File: src/rcd_pkg.sv
// rcd_pkg: constants and types of the receive clock distribution block
// -----------------------------------------------------------------
// -----------------------------------------------------------------
`default_nettype none
package rcd_pkg;
	// register byte offsets
	localparam logic [7:0] REG_CTRL = 8'h00;
	localparam logic [7:0] REG_RST  = 8'h04;
	localparam logic [7:0] REG_STAT = 8'h08;
	localparam logic [7:0] REG_PAR  = 8'h0c;
	localparam logic [7:0] REG_FAB  = 8'h10;
	localparam logic [7:0] REG_OVR  = 8'h14;
	// control, reset and status fields
	localparam int CTRL_MODE_LSB = 0;
	localparam int MODE_W        = 4;
	localparam int DEC_EN_BIT    = 4;
	localparam int BORD_EN_BIT   = 5;
	localparam int HIP_EN_BIT    = 6;
	localparam int BDS_REQ_BIT   = 7;
	localparam int RST_DIG_LSB   = 16;
	localparam int STAT_RM_BIT   = 0;
	localparam int STAT_BDS_BIT  = 1;
	// reset values
	localparam logic [31:0] CTRL_INIT = 32'h0000_0010;
	localparam logic [31:0] RST_INIT  = 32'h0000_0000;
	// parallel clock figures in kHz
	localparam logic [19:0] KHZ_NONE  = 20'h00000;
	localparam logic [19:0] KHZ_SRIO  = 20'h4c4b4; // 312500
	localparam logic [19:0] KHZ_SONET = 20'h12fb6; // 77750
	localparam logic [19:0] KHZ_PCIE2 = 20'h7a120; // 500000
	localparam logic [19:0] KHZ_PCIE1 = 20'h3d090; // 250000
	localparam logic [19:0] KHZ_GBE   = 20'h1e848; // 125000
	// bus responses
	localparam logic [1:0] RESP_OKAY   = 2'h0;
	localparam logic [1:0] RESP_SLVERR = 2'h2;

	typedef enum logic [3:0] {
		M_SRIO, M_SONET, M_SDI, M_CPRI, M_BASIC,
		M_PCIE_G1, M_PCIE_G2, M_GBE, M_SRIO_RM, M_BASIC_RM
	} rcd_mode_t;

	// per-channel clock enables handed to the pcs sub-blocks
	typedef struct packed {
		logic wa;
		logic dec;
		logic rmf_wr;
		logic rmf_rd;
		logic bds_wr;
		logic bds_rd;
		logic bord;
		logic pcf_wr;
		logic fab;
		logic fab_tx;
	} rcd_ce_t;
endpackage
`default_nettype wire

File: src/rcd_top.sv
// rcd_top: receive clock distribution for non-bonded channels
//
// Decided for this implementation: the AXI4-Lite slave port and the register addresses.
`timescale 1ns/1ps
`default_nettype none
module rcd_top #(
	parameter int NUM_CH = 2,
	parameter int WORD_W = 10
) (
	input  wire logic                       aclk,
	input  wire logic                       aresetn,
	input  wire logic                       clk_en,
	input  wire logic [7:0]                 awaddr,
	input  wire logic                       awvalid,
	output logic                            awready,
	input  wire logic [31:0]                wdata,
	input  wire logic [3:0]                 wstrb,
	input  wire logic                       wvalid,
	output logic                            wready,
	output logic [1:0]                      bresp,
	output logic                            bvalid,
	input  wire logic                       bready,
	input  wire logic [7:0]                 araddr,
	input  wire logic                       arvalid,
	output logic                            arready,
	output logic [31:0]                     rdata,
	output logic [1:0]                      rresp,
	output logic                            rvalid,
	input  wire logic                       rready,
	input  wire logic [NUM_CH-1:0]          cdr_tick,
	input  wire logic [2*NUM_CH-1:0]        cdr_bits,
	input  wire logic [NUM_CH-1:0]          txdiv_tick,
	output rcd_pkg::rcd_ce_t [NUM_CH-1:0]   ce_out,
	output logic [NUM_CH-1:0]               fab_valid,
	output logic [2*NUM_CH*WORD_W-1:0]      fab_data,
	input  wire logic [NUM_CH-1:0]          fab_ready
);
	localparam int SER_DIV = WORD_W / 2; // two bits per serial edge pair
	localparam int CW      = $clog2(SER_DIV);
	localparam int DW      = 2 * WORD_W;

	// -----------------------------------------------------------
	// register bus
	// -----------------------------------------------------------
	logic [31:0] ctrl, next_ctrl, rst, next_rst;
	logic [31:0] ovr, next_ovr, ovr_set;
	logic        aw_ok, next_aw_ok, w_ok, next_w_ok;
	logic [7:0]  aw_a, next_aw_a;
	logic [31:0] w_d, next_w_d, wmask;
	logic [3:0]  w_s, next_w_s;
	logic        next_bvalid, next_rvalid;
	logic [1:0]  next_bresp, next_rresp;
	logic [31:0] next_rdata;
	logic        rm, eff_bds;
	logic [19:0] par_khz, fab_khz;
	rcd_pkg::rcd_mode_t mode;

	assign awready = !aw_ok && !bvalid;
	assign wready  = !w_ok && !bvalid;
	assign arready = !rvalid;

	// mode decode: clocking scheme and fixed clock figures
	always_comb
	begin
		mode    = rcd_pkg::rcd_mode_t'(ctrl[rcd_pkg::CTRL_MODE_LSB +: rcd_pkg::MODE_W]);
		rm      = 1'b0;
		eff_bds = ctrl[rcd_pkg::BDS_REQ_BIT];
		par_khz = rcd_pkg::KHZ_NONE;
		case (mode)
			rcd_pkg::M_SRIO: // 3.125 Gbps rate assumed
			begin
				eff_bds = 1'b1;
				par_khz = rcd_pkg::KHZ_SRIO;
			end
			rcd_pkg::M_SONET:
			begin
				eff_bds = 1'b0;
				par_khz = rcd_pkg::KHZ_SONET;
			end
			rcd_pkg::M_SDI, rcd_pkg::M_CPRI, rcd_pkg::M_BASIC:
				rm = 1'b0;
			rcd_pkg::M_PCIE_G1:
			begin
				rm      = 1'b1;
				eff_bds = !ctrl[rcd_pkg::HIP_EN_BIT];
				par_khz = rcd_pkg::KHZ_PCIE1;
			end
			rcd_pkg::M_PCIE_G2:
			begin
				rm      = 1'b1;
				eff_bds = 1'b1;
				par_khz = rcd_pkg::KHZ_PCIE2;
			end
			rcd_pkg::M_GBE:
			begin
				rm      = 1'b1;
				eff_bds = 1'b0;
				par_khz = rcd_pkg::KHZ_GBE;
			end
			rcd_pkg::M_SRIO_RM, rcd_pkg::M_BASIC_RM:
				rm = 1'b1;
			default:
				rm = 1'b0;
		endcase
		fab_khz = eff_bds ? {1'b0, par_khz[19:1]} : par_khz;
	end

	// write/read decode; writes land once address and data are both held
	always_comb
	begin
		next_aw_ok  = aw_ok;
		next_aw_a   = aw_a;
		next_w_ok   = w_ok;
		next_w_d    = w_d;
		next_w_s    = w_s;
		next_bvalid = bvalid;
		next_bresp  = bresp;
		next_rvalid = rvalid;
		next_rresp  = rresp;
		next_rdata  = rdata;
		next_ctrl   = ctrl;
		next_rst    = rst;
		wmask       = {{8{w_s[3]}}, {8{w_s[2]}}, {8{w_s[1]}}, {8{w_s[0]}}};
		next_ovr    = ovr;
		if (awvalid && awready)
		begin
			next_aw_ok = 1'b1;
			next_aw_a  = awaddr;
		end
		if (wvalid && wready)
		begin
			next_w_ok = 1'b1;
			next_w_d  = wdata;
			next_w_s  = wstrb;
		end
		if (bvalid && bready)
			next_bvalid = 1'b0;
		if (aw_ok && w_ok && !bvalid)
		begin
			next_aw_ok  = 1'b0;
			next_w_ok   = 1'b0;
			next_bvalid = 1'b1;
			next_bresp  = rcd_pkg::RESP_OKAY;
			case (aw_a)
				rcd_pkg::REG_CTRL: next_ctrl = (ctrl & ~wmask) | (w_d & wmask);
				rcd_pkg::REG_RST:  next_rst  = (rst & ~wmask) | (w_d & wmask);
				rcd_pkg::REG_OVR:  next_ovr  = ovr & ~(w_d & wmask);
				rcd_pkg::REG_STAT, rcd_pkg::REG_PAR, rcd_pkg::REG_FAB:
					next_bresp = rcd_pkg::RESP_OKAY; // read-only, write ignored
				default: next_bresp = rcd_pkg::RESP_SLVERR;
			endcase
		end
		next_ovr = next_ovr | ovr_set; // set wins over clear
		if (rvalid && rready)
			next_rvalid = 1'b0;
		if (arvalid && arready)
		begin
			next_rvalid = 1'b1;
			next_rresp  = rcd_pkg::RESP_OKAY;
			case (araddr)
				rcd_pkg::REG_CTRL: next_rdata = ctrl;
				rcd_pkg::REG_RST:  next_rdata = rst;
				rcd_pkg::REG_STAT:
				begin
					next_rdata = 32'h0000_0000;
					next_rdata[rcd_pkg::STAT_RM_BIT]  = rm;
					next_rdata[rcd_pkg::STAT_BDS_BIT] = eff_bds;
				end
				rcd_pkg::REG_PAR:  next_rdata = 32'(par_khz);
				rcd_pkg::REG_FAB:  next_rdata = 32'(fab_khz);
				rcd_pkg::REG_OVR:  next_rdata = ovr;
				default:
				begin
					next_rdata = 32'h0000_0000;
					next_rresp = rcd_pkg::RESP_SLVERR;
				end
			endcase
		end
	end

	// bus registers
	always_ff @(posedge aclk)
	begin
		if (!aresetn)
		begin
			aw_ok  <= 1'b0;
			aw_a   <= 8'h00;
			w_ok   <= 1'b0;
			w_d    <= 32'h0000_0000;
			w_s    <= 4'h0;
			bvalid <= 1'b0;
			bresp  <= rcd_pkg::RESP_OKAY;
			rvalid <= 1'b0;
			rresp  <= rcd_pkg::RESP_OKAY;
			rdata  <= 32'h0000_0000;
			ctrl   <= rcd_pkg::CTRL_INIT;
			rst    <= rcd_pkg::RST_INIT;
			ovr    <= 32'h0000_0000;
		end
		else if (clk_en)
		begin
			aw_ok  <= next_aw_ok;
			aw_a   <= next_aw_a;
			w_ok   <= next_w_ok;
			w_d    <= next_w_d;
			w_s    <= next_w_s;
			bvalid <= next_bvalid;
			bresp  <= next_bresp;
			rvalid <= next_rvalid;
			rresp  <= next_rresp;
			rdata  <= next_rdata;
			ctrl   <= next_ctrl;
			rst    <= next_rst;
			ovr    <= next_ovr;
		end
	end

	// -----------------------------------------------------------
	// per-channel clocking and phase compensation buffer
	// -----------------------------------------------------------
	for (genvar g = 0; g < 32; g++)
	begin : g_ovr
		if (g >= NUM_CH)
		begin : g_pad
			assign ovr_set[g] = 1'b0;
		end
	end

	for (genvar g = 0; g < NUM_CH; g++)
	begin : g_ch
		logic          ana, dig, ser, par, tx, src, half, pcw, wr, pop;
		logic [CW-1:0] sc, next_sc;
		logic [WORD_W-1:0] sh, next_sh, pw, next_pw, lo, next_lo, cur;
		logic          ph, next_ph;
		logic [DW-1:0] b0, next_b0, b1, next_b1, din;
		logic [1:0]    cnt, next_cnt;

		// every enable here comes from this channel's own ticks only
		always_comb
		begin
			ana  = rst[g];
			dig  = rst[rcd_pkg::RST_DIG_LSB + g];
			ser  = cdr_tick[g] && !ana;
			par  = ser && (sc == CW'(SER_DIV - 1));
			tx   = txdiv_tick[g] && !dig;
			src  = rm ? tx : (par && !dig);
			half = src && ph;
			pcw  = eff_bds ? half : src;
			cur  = par ? {sh[WORD_W-3:0], cdr_bits[2*g +: 2]} : pw;
			din  = eff_bds ? {cur, lo} : {{WORD_W{1'b0}}, cur};
			pop  = fab_valid[g] && fab_ready[g];
			wr   = pcw && (cnt != 2'h2 || pop);
			// deserializer on the serial clock, two bits per edge pair
			next_sc = sc;
			next_sh = sh;
			next_pw = cur; // fresh word is taken on the parallel tick
			if (ana)
			begin
				next_sc = '0;
				next_sh = '0;
			end
			else if (ser)
			begin
				next_sh = {sh[WORD_W-3:0], cdr_bits[2*g +: 2]};
				next_sc = par ? '0 : sc + CW'(1);
			end
			// divide-by-two phase and byte pairing
			next_ph  = ph;
			next_lo  = lo;
			next_b0  = b0;
			next_b1  = b1;
			next_cnt = cnt;
			if (src)
				next_ph = !ph;
			if (src && !ph)
				next_lo = cur;
			if (pop)
			begin
				next_b0  = b1;
				next_cnt = cnt - 2'h1;
			end
			if (wr)
			begin
				if (next_cnt == 2'h0)
					next_b0 = din;
				else
					next_b1 = din;
				next_cnt = next_cnt + 2'h1;
			end
			if (dig)
			begin
				next_ph  = 1'b0;
				next_lo  = '0;
				next_cnt = 2'h0;
			end
		end

		always_ff @(posedge aclk)
		begin
			if (!aresetn)
			begin
				sc  <= '0;
				sh  <= '0;
				pw  <= '0;
				lo  <= '0;
				ph  <= 1'b0;
				b0  <= '0;
				b1  <= '0;
				cnt <= 2'h0;
			end
			else if (clk_en)
			begin
				sc  <= next_sc;
				sh  <= next_sh;
				pw  <= next_pw;
				lo  <= next_lo;
				ph  <= next_ph;
				b0  <= next_b0;
				b1  <= next_b1;
				cnt <= next_cnt;
			end
		end

		// enables for the pcs sub-blocks of this channel
		assign ce_out[g].wa     = par && !dig;
		assign ce_out[g].dec    = ctrl[rcd_pkg::DEC_EN_BIT] && (rm ? tx : (par && !dig));
		assign ce_out[g].rmf_wr = rm && par && !dig;
		assign ce_out[g].rmf_rd = rm && tx;
		assign ce_out[g].bds_wr = eff_bds && src;
		assign ce_out[g].bds_rd = eff_bds && half;
		assign ce_out[g].bord   = eff_bds && ctrl[rcd_pkg::BORD_EN_BIT] && half;
		assign ce_out[g].pcf_wr = pcw;
		assign ce_out[g].fab    = pcw;
		assign ce_out[g].fab_tx = rm;
		assign fab_valid[g]     = cnt != 2'h0;
		assign ovr_set[g]       = pcw && !wr; // receiver stalled too long
		assign fab_data[g*DW +: DW] = b0;
	end
endmodule // rcd_top
`default_nettype wire

File: config.mk
export PLATFORM = sky130hd
export DESIGN_NAME = rcd_top
export DESIGN_NICKNAME = d
export VERILOG_FILES = /design/src/rcd_pkg.sv /design/src/rcd_top.sv
export SDC_FILE = /design/constraint.sdc
export NUM_CORES = 1
export LEC_CHECK = 0
export CAP_MARGIN = 10
export CORE_MARGIN = 1.5
export CORE_UTILIZATION = 50
export DETAILED_ROUTE_END_ITERATION = 7
export DONT_BUFFER_PORTS = 1
export GPL_TIMING_DRIVEN = 0
export PLACE_DENSITY_LB_ADDON = 0.12
export SKIP_CTS_REPAIR_TIMING = 1
export SYNTH_ARGS = -nofsm -noshare
export SYNTH_HDL_FRONTEND = slang
export SYNTH_SLANG_ARGS = --single-unit
File: constraint.sdc
create_clock -name aclk -period 5.4 [get_ports aclk]
set_clock_uncertainty 0.05 [all_clocks]
set_input_delay 0.81 -clock aclk [delete_from_list [all_inputs] [get_ports aclk]]
set_output_delay 0.81 -clock aclk [all_outputs]
set_load 0.02 [all_outputs]
==> results of run 1 <==
-- worst max-delay path by stage --
stage / start / end / slack, ps
CTS: g_ch[1].sc[0] / ce_out[13] / 1090
finish: g_ch[1].sc[0] / ce_out[13] / 1130
detailed placement: cdr_tick[1] / ce_out[13] / 1430
floorplan: cdr_tick[1] / ce_out[13] / 2020
global route: g_ch[1].sc[0] / ce_out[13] / 1010
global placement: cdr_tick[1] / ce_out[13] / 1420
-- area by class of cell --
type / count / area share
inverters: 25 / 0.005668
multi-input cells: 1328 / 0.4593
plain buffers: 140 / 0.03582
clock inverters: 13 / 0.01209
well taps: 384 / 0.02902
clock buffers: 51 / 0.06394
flip-flops and latches: 326 / 0.3942
-- cells in the mapped netlist (10+ instances only) --
master,n
nand2_1,329
dfxtp_1,326
nor2_1,220
a21oi_1,218
mux2i_1,112
clkbuf_1,103
nor3_1,55
and2_1,49
a221o_1,42
o21a_1,40
nand3_1,26
o21ai_0,26
a211oi_1,22
inv_1,22
a21boi_0,20
buf_2,18
mux2_2,16
nor2b_1,15
buf_4,12
nor3b_1,12
a22oi_1,11
ha_1,10
nand2b_1,10
-- per-stage QoR --
| step | util | power [mW] | setup WS (ps) | instance area (um2) |
|---|---|---|---|---|
| finish | 0.5722 | 5.370 | 1126 | 16560 |
| global route | 0.5722 | 5.524 | 1007 | 16560 |
| CTS | 0.5722 | 5.391 | 1086 | 16560 |
| floorplan | - | 2.705 | 2020 | 14820 |
| global placement | 0.5287 | 2.797 | 1417 | 15300 |
| detailed placement | 0.5287 | 2.800 | 1432 | 15300 |
-- per-layer routing --
metal | track usage | routed length, um | share of wire | vias up
li1 | - | - | - | 6374
met1 | 0.3612 | 19210 | 0.41 | 6239
met2 | 0.5142 | 22110 | 0.48 | 487
met3 | 0.06158 | 3298 | 0.071 | 107
met4 | 0.1207 | 1793 | 0.039 | 0
met5 | 0 | 0 | 0 | -
-- where the power goes --
group	switching, mW	leakage, nW	total [mW]	internal [mW]
Sequential	0.0345	2.64	2.47	2.44
Clock	1.01	0.620	2.62	1.61
Combinational	0.200	3.00	0.279	0.0790
-- placed cells by master, fill, tap and decap left out, types with 15 or more instances in the layout --
master and instances:
o21ai_0 26, a211oi_1 22, nand2_1 329, o21a_1 40, nor2b_1 15, and2_1 49, nor2_1 220, clkbuf_1 109
nand3_1 26, mux2_2 16, inv_1 22, buf_2 18, nor3_1 55, mux2i_1 112, a21oi_1 218, a221o_1 42
dfxtp_1 326, clkbuf_16 37, a21boi_0 20
-- cells by family after synthesis --
| family | after synthesis |
|---|---|
| XOR/XNOR | 4 |
| multiplexers | 131 |
| AND/OR/NAND/NOR | 758 |
| adder cells (fa/ha/maj) | 10 |
| AO/OA/AOI/OAI | 423 |
| buffers and inverters | 165 |
| other | 1 |
| flip-flops | 326 |
==> results.cfg, run 1 <==
[floorplanning]
ios = 173
std_cell_rows = 62
coreArea_um2 = 28940
initial_core_util = 0.5119
dieArea_um2 = 30670
dieWidth_um = 175.1
chipHeight_um = 175.1

[flow_run]
drv.max_cap_violation_count = 0

[clock_network]
clk_latency_ps = 530
clock-sinks = 326
cts_root_buffer = clkbuf_16
htreeDepth = 2
path_clk_slew_ps = 60
cts_tree = built
clock_path_buffers = 3
cts_made_buffers = 36

[worst_setup_path]
critPathBufInv = 1
r2r-start = g_ch[1].cnt[0]
ff2ff_setup_slack_ps = 1570
path_max_fanout = 7
path_depth = 7
arrival_ps = 3410
crit_chain = inv_1 > ha_1 > nand4b_1 > nor2_1 > mux2i_2 > nor3_1 > and2_1
r2r-end = g_ch[1].b0[13]
end_kind = primary output
worst_setup_path_start_kind = flop
critPathRequiredTime_ps = 4540
crit_type = reg -> out
cpPeakStageDelay_ps = 680
critPathTopFamily = simple AND/OR/NAND/NOR gates
reg2reg_depth = 12
cp_slowest_cell = nor2_1

[status]
outcome = finished, final reports clean

[logic_synthesis]
synth.top_cells.by_area = dfxtp_1 (44%), nand2_1 (8.3%), mux2i_1 (7.6%), a21oi_1 (7.4%), nor2_1 (5.6%)
synth_mux_area_frac = 0.09122
synth_top_area_cell = dfxtp_1
yosysWarnings = 0
synth_top_family_by_area = simple AND/OR/NAND/NOR gates
yosysSeqAreaShare = 0.4406
synth-xor-area-share = 0.002365
synth_area_per_cell_um2 = 8.148
synth_adder_area_share = 0.008447
syn_area_um2 = 14810
synth_compound_area_frac = 0.1832
synthDominantCellAreaShare = 0.4406
synth_flop_cell = dfxtp_1
yosys.area_share.simple = 0.2276
synth.distinct_cells = 68
synth_edf_count = 0
synthArstFlopShare = 0
synthCells = 1818
ys_ff_latch = 326

[detailed_routing]
wirelength_um = 46410
dr.pass1.iters = 6
antenna_left = 0
wl_per_cell_um = 20.47
viasPerCell = 5.826
first_iter_violations = 934
vias = 13210
drc_errors = 0

[global_routing]
grt_pass1_vias = 12620
antenna_found_initial = 0
grt_first_pass_wirelength_um = 70930
grtUsageTotal = 0.2979
grt_overflow = 0
grt_max_degree = 14

[final_layout]
fin_nets = 1937
fin_cells = 2267
area.growth.synth_to_final_pct = 11.77
n_fill_cell = 2714
ff_latch_area_um2 = 6526
n_antenna_cell = 0
multiInputGateArea_um2 = 7604
final_layout_size_suffix_gt1_frac = 0.06585

[timing]
hold_violations = 0
timing.slew.headroom = 0.2203
finalSetupViolCount = 0
period_minus_slack_ps = 4274
timing.final.crit_share = 0.7914
whs_ps = 363.2
slew_violations = 0
finalSetupTns_ps = 0
fmax_ghz = 0.2340
tightestPinTransition_ps = 1166
rsz0062_at_grt = no

[pwr]
powerDensity_nw_per_um2 = 324.4
leakage_nw = 6.257
max-vdd-ir-drop_mv = 0.2573

[place]
gp_congestion = 0.9487
io_buffer_count = 0
hpwlAfterDp_um = 34470
dpl.cell_count = 2203

[hold_path]
hold_path_end = w_d[6]
min_from = wdata[6]
hold_depth = 2
worstHoldPathType = in -> reg
No activity file was read; power rests on OpenSTA's default activity.
==> run 2, diff against run 1 <==
==> constraint.sdc (replaced) <==
create_clock -name aclk -period 3.5 [get_ports aclk]
set_clock_uncertainty 0.05 [all_clocks]
set_input_delay 0.525 -clock aclk [delete_from_list [all_inputs] [get_ports aclk]]
set_output_delay 0.525 -clock aclk [all_outputs]
set_load 0.02 [all_outputs]
==> results.cfg, run 2 (synthesis gave the netlist of run 1 again) <==
[place]
place_area_um2 = 15300
hpwlAfterDp_um = 34470
gp_congestion = 0.9487
dpl.cell_count = 2203
io_buffer_count = 0

[final_layout]
final_layout_size_suffix_gt1_frac = 0.06961
n_antenna_cell = 0
final_cell_mix = nand2_1 (329), dfxtp_1 (326), nor2_1 (218), a21oi_1 (218), mux2i_1 (112)
fin_nets = 1936
area.growth.synth_to_final_pct = 12.10
final_area_um2 = 16610
n_fill_cell = 2712
layout_commonest_cell = nand2_1
fin_cells = 2266

[worst_setup_path]
end_kind = primary output
worst_setup_path_start_kind = flop
critPathRequiredTime_ps = 2920
arrival_ps = 2810
path_max_fanout = 10
crit_type = reg -> out

[clock_network]
htreeDepth = 2
clock-sinks = 326
cts_root_buffer = clkbuf_16
clock_path_buffers = 3
path_clk_slew_ps = 60
cts_made_buffers = 36
cts_tree = built
clk_latency_ps = 530

[timing]
timing.final.crit_share = 0.9658
finalSetupViolCount = 0
period_minus_slack_ps = 3380
timing.slew.headroom = 0.2447
rsz0062_at_grt = yes
hold_violations = 0
fmax_ghz = 0.2958
tightestPinTransition_ps = 1130
slew_violations = 0

[detailed_routing]
drc_errors = 0
first_iter_violations = 921
wirelength_um = 46350
dr.pass1.iters = 6
vias = 13160
viasPerCell = 5.808
antenna_left = 0
wl_per_cell_um = 20.45

[global_routing]
grt_max_degree = 14
grt_pass1_vias = 12620
grt_overflow = 0
grt_first_pass_wirelength_um = 70930
antenna_found_initial = 0
grtUsageTotal = 0.2979

[floorplanning]
dieWidth_um = 175.1
std_cell_rows = 62
ios = 173
initial_core_util = 0.5119
chipHeight_um = 175.1
coreArea_um2 = 28940
dieArea_um2 = 30670

[pwr]
leakage_nw = 6.264
max-vdd-ir-drop_mv = 0.3986
finalPower_mw = 8.288
powerDensity_nw_per_um2 = 499.1

[status]
outcome = finished, final reports clean

[hold_path]
worstHoldPathType = in -> reg

[flow_run]
drv.max_cap_violation_count = 0
run 2: worst max-delay path, stage by stage (launching register included):
cell      delay (ps)
dfxtp_1          330
buf_2            210
nand2b_1         160
or3_1            440
nand3_1          140
buf_4            260
inv_1            150
nor3_4           310
and2_2           260
run 2: stage by stage:
step / hold WS, ps / setup TNS, ps / util / worst slack [ps]
after floorplan: 358.5 / 0 / - / 659.3
after global placement: 364.9 / -5659 / 0.5287 / -195.5
after detailed placement: 372.6 / -6346 / 0.5287 / -222.5
after CTS: 68.87 / -8031 / 0.5722 / -529.0
after global routing: 74.43 / -10.93 / 0.5739 / -10.93
final: 76.09 / 0 / 0.5739 / 119.9
run 2: final cells by class:
class,count,area (um2),area share
buffer,139,593.1,0.03571
clock buffer,51,1059,0.06374
clock inverter,13,200.2,0.01206
inverter,25,93.84,0.005651
multi-input combinational,1328,7654,0.4609
sequential,326,6526,0.3930
tap,384,480.5,0.02893
run 2: final timing paths:
| path | endpoint | from | slack (ps) | cells after the start |
|---|---|---|---|---|
| worst min-delay path | w_d[6] | wdata[6] | 80 | 2 |
| worst max-delay path | ce_out[13] | flop | 120 | 8 |
| worst min register to register | ovr[13] | ovr[13] | 380 | 2 |
| worst max register to register | g_ch[1].b1[5] | g_ch[1].cnt[0] | 250 | 11 |
run 2: routing by layer:
layer | vias to the layer above | global-route usage | wire, um
met5 | - | 0 | 0
met4 | 0 | 0.1207 | 1887
met3 | 102 | 0.06158 | 3374
met2 | 495 | 0.5142 | 21960
met1 | 6212 | 0.3612 | 19130
li1 | 6352 | - | -
run 2: report_power, final:
group,switching [mW],total (mW),internal (mW)
clock network,1.56,4.04,2.48
logic,0.309,0.431,0.122
registers,0.0533,3.81,3.76
==> run 3, diff against run 2 <==
--- a/config.mk
+++ b/config.mk
@@ -7,11 +7,12 @@
 export LEC_CHECK = 0
 export CAP_MARGIN = 10
 export CORE_MARGIN = 1.5
-export CORE_UTILIZATION = 50
+export CORE_UTILIZATION = 58
+export CTS_CLUSTER_DIAMETER = 200
 export DETAILED_ROUTE_END_ITERATION = 7
 export DONT_BUFFER_PORTS = 1
 export GPL_TIMING_DRIVEN = 0
-export PLACE_DENSITY_LB_ADDON = 0.12
+export PLACE_DENSITY = 0.75
 export SKIP_CTS_REPAIR_TIMING = 1
 export SYNTH_ARGS = -nofsm -noshare
 export SYNTH_HDL_FRONTEND = slang
==> results.cfg, run 3 (synthesis gave the netlist of run 1 again) <==
[place]
io_buffer_count = 0
gp_congestion = 0.9938
hpwlAfterDp_um = 33180

[final_layout]
fin_util = 0.6536
n_antenna_cell = 0
n_fill_cell = 2184
final_cell_mix = nand2_1 (329), dfxtp_1 (326), a21oi_1 (218), nor2_1 (217), mux2i_1 (112)
area.growth.synth_to_final_pct = 10.79
fin_nets = 1935
final_layout_size_suffix_gt1_frac = 0.07078
layout_commonest_cell = nand2_1

[worst_setup_path]
r2r-end = g_ch[1].b0[9]
critPathRequiredTime_ps = 2920
ff2ff_setup_slack_ps = 100
arrival_ps = 2900
crit_type = reg -> out
crit_end = ce_out[13]
end_kind = primary output
worst_setup_path_start_kind = flop
reg2reg_depth = 11
r2r-start = g_ch[1].cnt[0]
path_max_fanout = 10

[timing]
slew_violations = 0
tightestPinTransition_ps = 1135
hold_violations = 0
timing.slew.headroom = 0.2415
fmax_ghz = 0.2879
finalSetupTns_ps = 0
period_minus_slack_ps = 3473
finalSetupViolCount = 0
timing.final.crit_share = 0.9924
rsz0062_at_grt = yes

[clock_network]
path_clk_slew_ps = 60
clock_path_buffers = 3
cts_made_buffers = 35
clk_latency_ps = 530
cts_tree = built
cts_root_buffer = clkbuf_16
clock-sinks = 326
htreeDepth = 2

[floorplanning]
ios = 173
coreArea_um2 = 25110
dieArea_um2 = 26510
std_cell_rows = 58
dieWidth_um = 162.8
initial_core_util = 0.5899
chipHeight_um = 162.8

[pwr]
powerDensity_nw_per_um2 = 483.3
leakage_nw = 6.217
max-vdd-ir-drop_mv = 0.3907
finalPower_mw = 7.931

[flow_run]
drv.max_cap_violation_count = 0

[global_routing]
grt_max_degree = 15
grt_pass1_vias = 12660
grt_overflow = 0
grtUsageTotal = 0.3309
grt_first_pass_wirelength_um = 68590
antenna_found_initial = 0

[status]
outcome = finished, final reports clean

[detailed_routing]
vias = 13280
wirelength_um = 44730
drc_errors = 0
first_iter_violations = 1052
wl_per_cell_um = 20.25
dr.pass1.iters = 6
viasPerCell = 6.013
antenna_left = 0

[hold_path]
worstHoldPathType = in -> reg
==> run 3: cell count changes in the layout (fill, tap and decap cells not counted), sizes merged <==
cell,delta
clkinv,+6
bufinv,-3
inv,+1
clkbuf,-5
clkinvlp,-1
buf,-1
==> run 3: report_power, final <==
part | switching [mW] | internal, mW
Clock | 1.54 | 2.16
Sequential | 0.0549 | 3.76
Combinational | 0.300 | 0.122
Total | 1.89 | 6.04
==> run 3: metrics by stage <==
step | cell area, um2 | setup WS [ps] | instances | hold WS [ps]
after CTS | 16360 | -664.6 | 2210 | 71.29
after global placement | 15230 | -73.86 | 2149 | 365.3
after detailed placement | 15230 | -109.1 | 2149 | 373.0
after floorplan | 14820 | 659.3 | 1819 | 358.5
after global routing | 16410 | -54.69 | 2209 | 81.80
final | 16410 | 26.62 | 2209 | 80.13
==> run 3: worst min-delay path by stage <==
stage	depth (start not counted)	to	from	slack, ps
floorplan	2	ovr[14]	ovr[14]	360
global placement	2	ovr[14]	ovr[14]	370
detailed placement	2	ovr[9]	ovr[9]	370
CTS	2	w_d[30]	wdata[30]	70
global route	2	w_d[24]	wdata[24]	80
finish	2	w_d[11]	wdata[11]	80
==> run 3: layer usage <==
layer,global-route usage,vias up,routed length (um)
met5,0,-,0
met4,0.1526,0,1897
met3,0.08352,133,3891
met2,0.5600,506,21160
met1,0.3934,6292,17770
li1,-,6352,-
==> run 3: cell type report <==
class                   count  area (um2)  share of cell area
flip-flops and latches    326        6526              0.3977
plain buffers             139       595.6             0.03629
inverters                  25       93.84            0.005718
multi-input cells        1328        7647              0.4660
well taps                 330       412.9             0.02516
clock buffers              45       993.5             0.06054
clock inverters            16       141.4            0.008615
==> run 3: worst max-delay path, stage by stage (launching register included) <==
cell	delay, ps
dfxtp_1	330
buf_2	220
nand2b_1	190
or3_4	400
nand3_1	120
clkbuf_4	270
inv_1	150
nor3_4	400
and2_2	280
